--- src/logic/emcfg_regs.svh ---
`ifndef EMCFG_REGS_SVH
`define EMCFG_REGS_SVH

// configuration register location, reset value and writable bits
`define EMCFG_CFG_ADDR 8'h85
`define EMCFG_CFG_RESET 8'h03
`define EMCFG_CFG_WMASK 8'h5F

// configuration register fields
`define EMCFG_FIFO_MAP_BIT 6
`define EMCFG_MUX_SEL_BIT 4
`define EMCFG_MODE_HI 3
`define EMCFG_MODE_LO 2
`define EMCFG_ALEW_HI 1
`define EMCFG_ALEW_LO 0

// memory mode encodings
`define EMCFG_MODE_ONCHIP 2'h0
`define EMCFG_MODE_SPLIT_NOBANK 2'h1
`define EMCFG_MODE_SPLIT_BANK 2'h2
`define EMCFG_MODE_OFFCHIP 2'h3

// on-chip data ram size and usb fifo window
`define EMCFG_ONCHIP_MASK 16'h0FFF
`define EMCFG_FIFO_BASE 16'h0400
`define EMCFG_FIFO_LAST 16'h07FF
`define EMCFG_FIFO_OFS_MASK 16'h03FF

// request queue geometry
`define EMCFG_REQ_WIDTH 26
`define EMCFG_REQ_DEPTH 32

`endif

--- src/logic/emcfg_pkg.sv ---
package emcfg_pkg;

   // transfer sequencer states
   typedef enum logic [8:0] {
      ST_IDLE = 9'h001,
      ST_DECODE = 9'h002,
      ST_LOCAL = 9'h004,
      ST_ALE_HI = 9'h008,
      ST_ALE_LO = 9'h010,
      ST_ADDR = 9'h020,
      ST_STROBE = 9'h040,
      ST_HOLD = 9'h080,
      ST_DONE = 9'h100
   } emcfg_state_e;

   // where an access lands
   typedef enum logic [2:0] {
      TGT_ONCHIP = 3'h1,
      TGT_USBFIFO = 3'h2,
      TGT_OFFCHIP = 3'h4
   } emcfg_target_e;

   // one queued external data move
   typedef struct packed {
      logic write;
      logic short_form;
      logic [15:0] addr;
      logic [7:0] wdata;
   } emcfg_req_s;

endpackage : emcfg_pkg

--- src/logic/emcfg_stream_if.sv ---
`timescale 1ns/10ps
interface emcfg_stream_if #(
   parameter int WIDTH = 26
) ();
   logic valid;
   logic ready;
   logic [WIDTH-1:0] data;

   modport src (
      output valid,
      output data,
      input ready
   );

   modport snk (
      input valid,
      input data,
      output ready
   );
endinterface : emcfg_stream_if

--- src/logic/emcfg_fifo.sv ---
`timescale 1ns/10ps
module emcfg_fifo #(
   parameter int WIDTH = 26,
   parameter int DEPTH = 32
) (
   // clock and reset
   input wire logic sys_clk,
   input wire logic reset,
   // filling and draining sides
   emcfg_stream_if.snk push,
   emcfg_stream_if.src pop
);
   localparam int AW = $clog2(DEPTH);

   logic [WIDTH-1:0] mem [DEPTH];
   logic [AW:0] wp_q;
   logic [AW:0] rp_q;
   logic full;
   logic empty;

   assign empty = (wp_q == rp_q);
   assign full = (wp_q[AW] != rp_q[AW]) && (wp_q[AW-1:0] == rp_q[AW-1:0]);
   assign push.ready = !full;
   assign pop.valid = !empty;
   assign pop.data = mem[rp_q[AW-1:0]];

   always_ff @(posedge sys_clk) begin
      if (push.valid && !full) begin
         mem[wp_q[AW-1:0]] <= push.data;
      end
   end

   always_ff @(posedge sys_clk) begin
      if (reset) begin
         wp_q <= '0;
      end else if (push.valid && !full) begin
         wp_q <= wp_q + 1'b1;
      end
   end

   always_ff @(posedge sys_clk) begin
      if (reset) begin
         rp_q <= '0;
      end else if (pop.ready && !empty) begin
         rp_q <= rp_q + 1'b1;
      end
   end
endmodule : emcfg_fifo

--- src/logic/emcfg_map.sv ---
`timescale 1ns/10ps
`include "emcfg_regs.svh"
module emcfg_map (
   // configuration
   input wire logic [1:0] mode,
   input wire logic fifo_map,
   // effective address
   input wire logic [15:0] addr,
   // decode result
   output emcfg_pkg::emcfg_target_e target,
   output logic [15:0] loc_addr
);
   function automatic logic in_fifo_window(input logic [15:0] a);
      in_fifo_window = (a >= `EMCFG_FIFO_BASE) && (a <= `EMCFG_FIFO_LAST);
   endfunction : in_fifo_window

   function automatic logic above_onchip(input logic [15:0] a);
      above_onchip = (a & ~`EMCFG_ONCHIP_MASK) != 16'h0000;
   endfunction : above_onchip

   always_comb begin
      target = emcfg_pkg::TGT_OFFCHIP;
      loc_addr = addr & `EMCFG_ONCHIP_MASK;
      if (fifo_map && in_fifo_window(addr)) begin
         // fifo ram hides whatever normally sits in the window
         target = emcfg_pkg::TGT_USBFIFO;
         loc_addr = addr & `EMCFG_FIFO_OFS_MASK;
      end else begin
         case (mode)
            `EMCFG_MODE_ONCHIP: begin
               target = emcfg_pkg::TGT_ONCHIP;
            end
            `EMCFG_MODE_SPLIT_NOBANK, `EMCFG_MODE_SPLIT_BANK: begin
               if (above_onchip(addr)) begin
                  target = emcfg_pkg::TGT_OFFCHIP;
               end else begin
                  target = emcfg_pkg::TGT_ONCHIP;
               end
            end
            default: begin
               target = emcfg_pkg::TGT_OFFCHIP;
            end
         endcase
      end
   end
endmodule : emcfg_map

--- src/logic/emcfg_top.sv ---
`timescale 1ns/10ps
`include "emcfg_regs.svh"
// Overview of operation
// - multiplex select bit picks shared pins (0) or separate pins (1).
// - shared mode carries data and low address on the same eight pins.
// - device makes the latch strobe; external latch holds low address.
// - first phase holds strobe high while low address is on pins.
// - strobe falling starts phase two; latch outputs then stay frozen.
// - later in phase two the pins carry data during read/write strobe.
// - separate mode uses dedicated address and data pins, no latch phase.
// - fifo map bit with fast usb clock maps fifo ram at 0x0400-0x07FF.
// - memory mode field picks on-chip, split, split with bank, off-chip.
// - latch pulse width is programmable in system clock periods.
// - shared transfer adds two latch cycles, eight cycles minimum.
module emcfg_top (
   // clock and reset
   input wire logic sys_clk,
   input wire logic reset,
   // special function register port
   input wire logic [7:0] sfr_addr,
   input wire logic sfr_wr,
   input wire logic [7:0] sfr_wdata,
   output logic [7:0] sfr_rdata,
   // external data move requests
   input wire logic req_valid,
   output logic req_ready,
   input wire logic req_write,
   input wire logic req_short_form,
   input wire logic [15:0] req_addr,
   input wire logic [7:0] req_wdata,
   // completion
   output logic rsp_valid,
   output logic [7:0] rsp_rdata,
   // on-chip and usb fifo ram access
   output logic loc_valid,
   output logic loc_fifo,
   output logic loc_write,
   output logic [15:0] loc_addr,
   output logic [7:0] loc_wdata,
   input wire logic [7:0] loc_rdata,
   // usb clock at least twice the system clock
   input wire logic usb_clk_fast,
   // shared address/data or data pins
   input wire logic [7:0] ad_in,
   output logic [7:0] ad_out,
   output logic ad_oe_n,
   // dedicated low address pins
   output logic [7:0] addr_lo_out,
   output logic addr_lo_oe_n,
   // high address pins
   output logic [7:0] addr_hi_out,
   output logic addr_hi_oe_n,
   // strobes
   output logic ale,
   output logic rd_n,
   output logic wr_n
);
   emcfg_pkg::emcfg_state_e state_q;
   emcfg_pkg::emcfg_state_e state_d;
   emcfg_pkg::emcfg_target_e tgt_q;
   emcfg_pkg::emcfg_target_e map_tgt;
   emcfg_pkg::emcfg_req_s cur_q;

   logic [7:0] cfg_q;
   logic [7:0] sfr_rdata_q;
   logic usb_fast_s1_q;
   logic usb_fast_s2_q;
   logic [7:0] ad_s1_q;
   logic [7:0] ad_s2_q;
   logic fifo_map;
   logic [1:0] mode;
   logic [15:0] map_addr;
   logic [15:0] loc_addr_q;
   logic shared_q;
   logic hi_drive_q;
   logic [1:0] alew_q;
   logic [1:0] cnt_q;
   logic rsp_valid_q;
   logic [7:0] rsp_rdata_q;
   logic ale_phase;
   logic data_phase;
   logic pins_active;

   emcfg_stream_if #(.WIDTH(`EMCFG_REQ_WIDTH)) push_if ();
   emcfg_stream_if #(.WIDTH(`EMCFG_REQ_WIDTH)) pop_if ();

   // request queue
   assign push_if.valid = req_valid;
   assign push_if.data = {req_write, req_short_form, req_addr, req_wdata};
   assign req_ready = push_if.ready;
   assign pop_if.ready = (state_q == emcfg_pkg::ST_IDLE);

   emcfg_fifo #(
      .WIDTH(`EMCFG_REQ_WIDTH),
      .DEPTH(`EMCFG_REQ_DEPTH)
   ) u_fifo (
      .sys_clk(sys_clk),
      .reset(reset),
      .push(push_if),
      .pop(pop_if)
   );

   // configuration register
   always_ff @(posedge sys_clk) begin
      if (reset) begin
         cfg_q <= `EMCFG_CFG_RESET;
      end else if (sfr_wr && (sfr_addr == `EMCFG_CFG_ADDR)) begin
         cfg_q <= sfr_wdata & `EMCFG_CFG_WMASK;
      end
   end

   // read data follows the address by one cycle; unused bits read zero
   always_ff @(posedge sys_clk) begin
      if (reset) begin
         sfr_rdata_q <= 8'h00;
      end else if (sfr_addr == `EMCFG_CFG_ADDR) begin
         sfr_rdata_q <= cfg_q & `EMCFG_CFG_WMASK;
      end else begin
         sfr_rdata_q <= 8'h00;
      end
   end

   assign sfr_rdata = sfr_rdata_q;

   // usb clock status arrives from another domain
   always_ff @(posedge sys_clk) begin
      if (reset) begin
         usb_fast_s1_q <= 1'b0;
         usb_fast_s2_q <= 1'b0;
      end else begin
         usb_fast_s1_q <= usb_clk_fast;
         usb_fast_s2_q <= usb_fast_s1_q;
      end
   end

   // read data pins are asynchronous to the system clock
   always_ff @(posedge sys_clk) begin
      if (reset) begin
         ad_s1_q <= 8'h00;
         ad_s2_q <= 8'h00;
      end else begin
         ad_s1_q <= ad_in;
         ad_s2_q <= ad_s1_q;
      end
   end

   // address decode
   assign fifo_map = cfg_q[`EMCFG_FIFO_MAP_BIT] && usb_fast_s2_q;
   assign mode = cfg_q[`EMCFG_MODE_HI:`EMCFG_MODE_LO];

   emcfg_map u_map (
      .mode(mode),
      .fifo_map(fifo_map),
      .addr(cur_q.addr),
      .target(map_tgt),
      .loc_addr(map_addr)
   );

   // request capture
   always_ff @(posedge sys_clk) begin
      if (reset) begin
         cur_q <= '0;
      end else if (pop_if.ready && pop_if.valid) begin
         cur_q <= pop_if.data;
      end
   end

   // configuration is frozen for the length of one transfer
   always_ff @(posedge sys_clk) begin
      if (reset) begin
         tgt_q <= emcfg_pkg::TGT_ONCHIP;
         loc_addr_q <= 16'h0000;
         shared_q <= 1'b1;
         hi_drive_q <= 1'b0;
         alew_q <= 2'h0;
      end else if (state_q == emcfg_pkg::ST_DECODE) begin
         tgt_q <= map_tgt;
         loc_addr_q <= map_addr;
         shared_q <= !cfg_q[`EMCFG_MUX_SEL_BIT];
         alew_q <= cfg_q[`EMCFG_ALEW_HI:`EMCFG_ALEW_LO];
         // short form leaves upper pins to the port latches except in split bank mode
         hi_drive_q <= !cur_q.short_form ||
                       (mode == `EMCFG_MODE_SPLIT_BANK);
      end
   end

   // transfer sequencer
   always_comb begin
      state_d = state_q;
      case (state_q)
         emcfg_pkg::ST_IDLE: begin
            if (pop_if.valid) begin
               state_d = emcfg_pkg::ST_DECODE;
            end
         end
         emcfg_pkg::ST_DECODE: begin
            if (map_tgt != emcfg_pkg::TGT_OFFCHIP) begin
               state_d = emcfg_pkg::ST_LOCAL;
            end else if (!cfg_q[`EMCFG_MUX_SEL_BIT]) begin
               state_d = emcfg_pkg::ST_ALE_HI;
            end else begin
               state_d = emcfg_pkg::ST_ADDR;
            end
         end
         emcfg_pkg::ST_LOCAL: begin
            state_d = emcfg_pkg::ST_IDLE;
         end
         emcfg_pkg::ST_ALE_HI: begin
            if (cnt_q == alew_q) begin
               state_d = emcfg_pkg::ST_ALE_LO;
            end
         end
         emcfg_pkg::ST_ALE_LO: begin
            if (cnt_q == alew_q) begin
               state_d = emcfg_pkg::ST_ADDR;
            end
         end
         emcfg_pkg::ST_ADDR: begin
            state_d = emcfg_pkg::ST_STROBE;
         end
         emcfg_pkg::ST_STROBE: begin
            state_d = emcfg_pkg::ST_HOLD;
         end
         emcfg_pkg::ST_HOLD: begin
            state_d = emcfg_pkg::ST_DONE;
         end
         emcfg_pkg::ST_DONE: begin
            state_d = emcfg_pkg::ST_IDLE;
         end
         default: begin
            state_d = emcfg_pkg::ST_IDLE;
         end
      endcase
   end

   always_ff @(posedge sys_clk) begin
      if (reset) begin
         state_q <= emcfg_pkg::ST_IDLE;
      end else begin
         state_q <= state_d;
      end
   end

   // latch pulse width counter, field value plus one clocks per phase
   always_ff @(posedge sys_clk) begin
      if (reset) begin
         cnt_q <= 2'h0;
      end else if (ale_phase && (cnt_q != alew_q)) begin
         cnt_q <= cnt_q + 2'h1;
      end else begin
         cnt_q <= 2'h0;
      end
   end

   // completion, read data taken two clocks after the strobe
   always_ff @(posedge sys_clk) begin
      if (reset) begin
         rsp_valid_q <= 1'b0;
      end else begin
         rsp_valid_q <= (state_q == emcfg_pkg::ST_LOCAL) ||
                        (state_q == emcfg_pkg::ST_DONE);
      end
   end

   always_ff @(posedge sys_clk) begin
      if (reset) begin
         rsp_rdata_q <= 8'h00;
      end else if ((state_q == emcfg_pkg::ST_LOCAL) && !cur_q.write) begin
         rsp_rdata_q <= loc_rdata;
      end else if ((state_q == emcfg_pkg::ST_DONE) && !cur_q.write) begin
         rsp_rdata_q <= ad_s2_q;
      end
   end

   assign rsp_valid = rsp_valid_q;
   assign rsp_rdata = rsp_rdata_q;

   // on-chip and usb fifo ram access
   assign loc_valid = (state_q == emcfg_pkg::ST_LOCAL);
   assign loc_fifo = (tgt_q == emcfg_pkg::TGT_USBFIFO);
   assign loc_write = cur_q.write;
   assign loc_addr = loc_addr_q;
   assign loc_wdata = cur_q.wdata;

   // pin phases
   assign ale_phase = (state_q == emcfg_pkg::ST_ALE_HI) ||
                      (state_q == emcfg_pkg::ST_ALE_LO);
   assign data_phase = (state_q == emcfg_pkg::ST_ADDR) ||
                       (state_q == emcfg_pkg::ST_STROBE) ||
                       (state_q == emcfg_pkg::ST_HOLD);
   assign pins_active = ale_phase || data_phase;

   // latch strobe high only in the first phase
   assign ale = (state_q == emcfg_pkg::ST_ALE_HI);

   // shared pins: low address through both latch strobe phases, then write data
   assign ad_out = ale_phase ? cur_q.addr[7:0] : cur_q.wdata;
   assign ad_oe_n = !(ale_phase || (data_phase && cur_q.write));

   // dedicated low address pins only when the bus is not shared
   assign addr_lo_out = cur_q.addr[7:0];
   assign addr_lo_oe_n = !(data_phase && !shared_q);

   assign addr_hi_out = cur_q.addr[15:8];
   assign addr_hi_oe_n = !(pins_active && hi_drive_q);

   // read and write strobes in the data part of the transfer
   assign rd_n = !((state_q == emcfg_pkg::ST_STROBE) && !cur_q.write);
   assign wr_n = !((state_q == emcfg_pkg::ST_STROBE) && cur_q.write);
endmodule : emcfg_top

--- config.mk ---
export PLATFORM = sky130hd
export DESIGN_NAME = emcfg_top
export DESIGN_NICKNAME = d
export VERILOG_FILES = /design/src/logic/emcfg_pkg.sv /design/src/logic/emcfg_stream_if.sv /design/src/logic/emcfg_fifo.sv /design/src/logic/emcfg_map.sv /design/src/logic/emcfg_top.sv
export VERILOG_INCLUDE_DIRS = /design/src /design/src/logic
export SDC_FILE = /design/constraint.sdc
export NUM_CORES = 1
export LEC_CHECK = 0
export ABC_AREA = 1
export BUFFER_PORTS_ARGS = -buffer_cell sky130_fd_sc_hd__buf_2
export CORE_MARGIN = 1.5
export CORE_UTILIZATION = 30
export CTS_CLUSTER_DIAMETER = 40
export DETAILED_ROUTE_END_ITERATION = 16
export GPL_TIMING_DRIVEN = 0
export PLACE_DENSITY = 0.47
export SETUP_SLACK_MARGIN = 0.3
export SYNTH_ARGS = -nofsm -noshare
export SYNTH_HDL_FRONTEND = slang
export SYNTH_SLANG_ARGS = --single-unit
--- constraint.sdc ---
create_clock -name sys_clk -period 10.2 [get_ports sys_clk]
set_input_delay 2.04 -clock sys_clk [delete_from_list [all_inputs] [get_ports sys_clk]]
set_output_delay 2.04 -clock sys_clk [all_outputs]
set_load 0.02 [all_outputs]
==> run summary <==
After synthesis the netlist holds a flip-flop and latch count of 939. In this run the critical register-to-register path is launched from u_fifo.rp_q[2]$_SDFFE_PP0P_. For the pin with the worst max-slew slack, the measured transition is 1029 ps. The basic-gate share of the synthesized area counting and, or, nand and nor cells is 0.2127.

For the initial cell density of the core, the log shows 0.3032. Summing all flip-flop and latch instances after layout gives 0.02713 mm2. The critical path is of the reg -> out type. For the synthesized netlist cell count, the log shows 3806. The logs give 0.1300 mm2 for the standard cell core area and 0.2073 GHz for the highest clock rate. Number of synthesized flops with an enable pin: 832.

The worst hold path passes through 2 cells. Leakage component of the power: 18.80 nW. The area share of xor/xnor cells in the synthesized design was 0.002444; the number of nets in the layout was 4160. Via count of the first global-routing pass: 25800.

The number of buffers added on ports works out to 129. The number of buffers inserted during clock tree synthesis was 133. The total count of hold-check failures in the final report is 0. Fill cells in the final layout number 13050. The ratio of final minimum period to clock period came out at 0.4730. Post-CTS timing repair inserted 0 buffers for setup. The logs give 38 for the post-synthesis cell type count and 5 for the first-pass iteration count of the detailed router. The tools report the first-pass GRT wire length as 181.0 mm. The maximum number of pins on one net before global-route repair was 33. Power spread over the standard cell area amounts to 253.2 mW/mm2.

The worst clock skew was 31.48 ps; the mux cell area share after synthesis was 0. The clock-pin transition on the worst setup and hold timing paths is 60 ps, and the routed via count divided by cell count is 4.598. The tools report the number of levels the H-tree was split into as 4. Number of antenna violations at the first check in global routing: 16. Final number of setup-violating endpoints: 0. The die boundary width was 365.5 um. The most used flip-flop cell after synthesis is edfxtp_1. At the worst endpoint, the required time is 8160 ps. The count of cells along the worst register-to-register path was 9. Sequential fraction of the synthesis area: 0.6882.

After routing, the total negative slack on setup checks comes to 0 ps. The share of the synthesized area in compound gates (AO/OA/AOI/OAI) works out to 0.02508. The total number of placement rows came out at 132. In the final routed layout, each cell accounts on average for 21.41 um. Data arrives at the worst endpoint at 2780 ps. Setup repair after global routing left no endpoint under its margin. The mapped netlist covers 0.03941 mm2. After detailed routing, the number of remaining DRC violations is 0. Total grt overflow: 0. The vertical die dimension is 365.5 um. TritonCTS built the clock tree. Along the worst path, the maximum fanout reaches 10. For this block, the routed nets add up to 127.3 mm of wire. The clock sink total is 939. The first routing iteration left 2375 violations. The average instance in the mapped netlist occupies 10.36 um2. The die covers 0.1336 mm2. At the later pin of the worst-skew pair, clock insertion delay measures 750 ps. The worst hold path belongs to the class reg -> reg. Launching element type of the critical path: a flop.

The worst ir drop on vdd came out at 0.0001735 V. Buffers inserted to repair hold after CTS numbered 0. The fraction of registers with async set/reset was 0.

The total number of yosys warnings was 0; the area of the multi-input gates was 0.009823 mm2. The flow ran to the end, and the final reports show no timing, DRC or antenna violations. The count of antenna-violating nets left after detailed routing came out at 0. The tree is rooted in a clkbuf_16.

The number of slew-limit violations in the final report came out at 0. Largest buffer count on any clock path: 3. Once the clock tree was built, the resizer swapped 0 gates to a different size. The fraction of final layout cells sized beyond drive strength 1 works out to 0.1344. The dominant combinational cell family by area after synthesis is simple AND/OR/NAND/NOR gates. The worst setup path is captured at a primary output.

The signed area change from the synthesized netlist to the final layout is 19.85%. Across the run, the number of max-cap violations was 0. For the share of the core filled with cells, the log shows 0.3634. For the worst relative slew slack, the log shows 0.3140. The post-route minimum period came out at 4824 ps. Routability-driven placement finished with a final weighted congestion of 0.8817. The global-route usage over all layers was 0.1902.

The origin of the worst min-delay path was ad_s1_q[3]$_SDFF_PP0_. The timing startpoint of the critical path is state_q[4]$_SDFFE_PP0P_. The final route contains 27340 vias.

Adder-cell area share of the yosys netlist: 0.002540. For the HPWL after detailed placement, the log shows 84.13 mm. The number of top-level pins came out at 138.
-- registers in the layout, indices dropped and copies added, names as in the netlist, 2 cells and up --
register and cells:
state_q 9, ad_s2_q 8, tgt_q 3, alew_q 2
addr_lo_out 8, rsp_rdata 8, loc_addr 12, u_fifo.rp_q 6
cfg_q 6, loc_wdata 8, u_fifo.wp_q 6, sfr_rdata 6
ad_s1_q 8, cnt_q 2, addr_hi_out 8, u_fifo.mem 832
-- Yosys cell counts (2+ instances only) --
library cell / number / area, um2
or2_2: 2 / 12.51
o22ai_1: 8 / 50.05
nand4_1: 4 / 25.02
buf_1: 16 / 60.06
inv_2: 8 / 30.03
o21ai_0: 64 / 320.3
ha_1: 8 / 100.1
edfxtp_1: 832 / 24980
a21oi_1: 100 / 500.5
a31oi_1: 2 / 12.51
clkinv_1: 2 / 7.510
nor3_1: 11 / 55.05
nand2_2: 14 / 87.58
nand3_1: 514 / 2572
buf_2: 95 / 475.5
xor2_1: 8 / 70.07
nor2_1: 266 / 998.5
buf_4: 40 / 300.3
nor2_4: 4 / 45.04
nand2_1: 1195 / 4486
nand2_4: 4 / 45.04
inv_1: 405 / 1520
dfxtp_1: 107 / 2142
o21ai_1: 2 / 10.01
a21oi_2: 10 / 87.58
xnor2_1: 3 / 26.28
nor2_2: 2 / 12.51
clkbuf_1: 67 / 251.5
buf_6: 4 / 45.04
-- through the flow --
step	cells	total power [mW]	instance area (um2)	setup WS [ps]	hold WS, ps
final	5945	11.96	47240	5376	382.8
after global routing	5939	12.49	47220	5169	404.0
after CTS	5939	12.04	47220	5309	380.5
after detailed placement	5696	7.405	42740	6139	392.7
after global placement	5682	7.390	42260	3938	390.0
after floorplan	3811	6.213	39430	5820	388.3
-- layout by cell type (no fill, tap or decap), types with 9 or more instances in the layout --
cell / count
buf_4: 40
a21oi_2: 10
buf_1: 16
a21oi_1: 100
nor2_4: 33
clkinv_2: 13
nand3_1: 514
dfxtp_1: 107
buf_6: 10
inv_6: 9
clkinv_1: 22
nand2_2: 14
buf_2: 224
clkbuf_1: 88
nor2_1: 237
bufinv_16: 10
nand2_1: 1195
inv_1: 405
clkbuf_16: 144
edfxtp_1: 832
o21ai_0: 64
-- cell families after synthesis --
family | count (synthesis)
flip-flops | 939
buffers and inverters | 639
AND/OR/NAND/NOR | 2021
adder cells (fa/ha/maj) | 8
other | 1
XOR/XNOR | 11
AO/OA/AOI/OAI | 187
-- metal layers --
layer  wire, um  vias up  part of all wire  track usage
met2      59710      848              0.47       0.3095
met5         60        -           0.00047            0
li1           -    13130                 -            -
met4       3515       10             0.028      0.06436
met1      55900    13170              0.44       0.2557
met3       8088      182             0.064      0.03303
-- report_power, final --
part           switching (mW)  leakage (nW)  total (mW)  internal, mW
Sequential              0.102          8.37        4.38          4.28
Clock                    1.77          2.18        4.64          2.87
Combinational            2.13          8.25        2.94         0.806
Total                    4.00          18.8        12.0          7.96
-- critical path, stage by stage, from the launching register on --
cell and delay [ps]:
dfxtp_1 340, nor2_2 180, nand2_2 110, nor2_4 140, nand2_1 90, nand2_1 120, clkbuf_1 510, nand2_1 120
nand2_1 210, buf_2 210
-- path summary, 6_finish.rpt --
kind,end,slack (ps)
max,ad_out[2],5380
min,ad_s2_q[3]$_SDFF_PP0_,380
max reg2reg,addr_hi_out[7]$_SDFFE_PP0P_,7210
min reg2reg,ad_s2_q[3]$_SDFF_PP0_,380
-- layout make-up --
class / count / share of cell area
Sequential cell: 939 / 0.5743
Inverter: 416 / 0.03311
Multi-Input combinational cell: 2233 / 0.2080
Timing Repair Buffer: 143 / 0.01897
Buffer: 223 / 0.02440
Clock buffer: 170 / 0.07941
Antenna cell: 6 / 0.0003179
Tap cell: 1742 / 0.04614
Clock inverter: 73 / 0.01544
No activity file was read; power rests on OpenSTA's default activity.
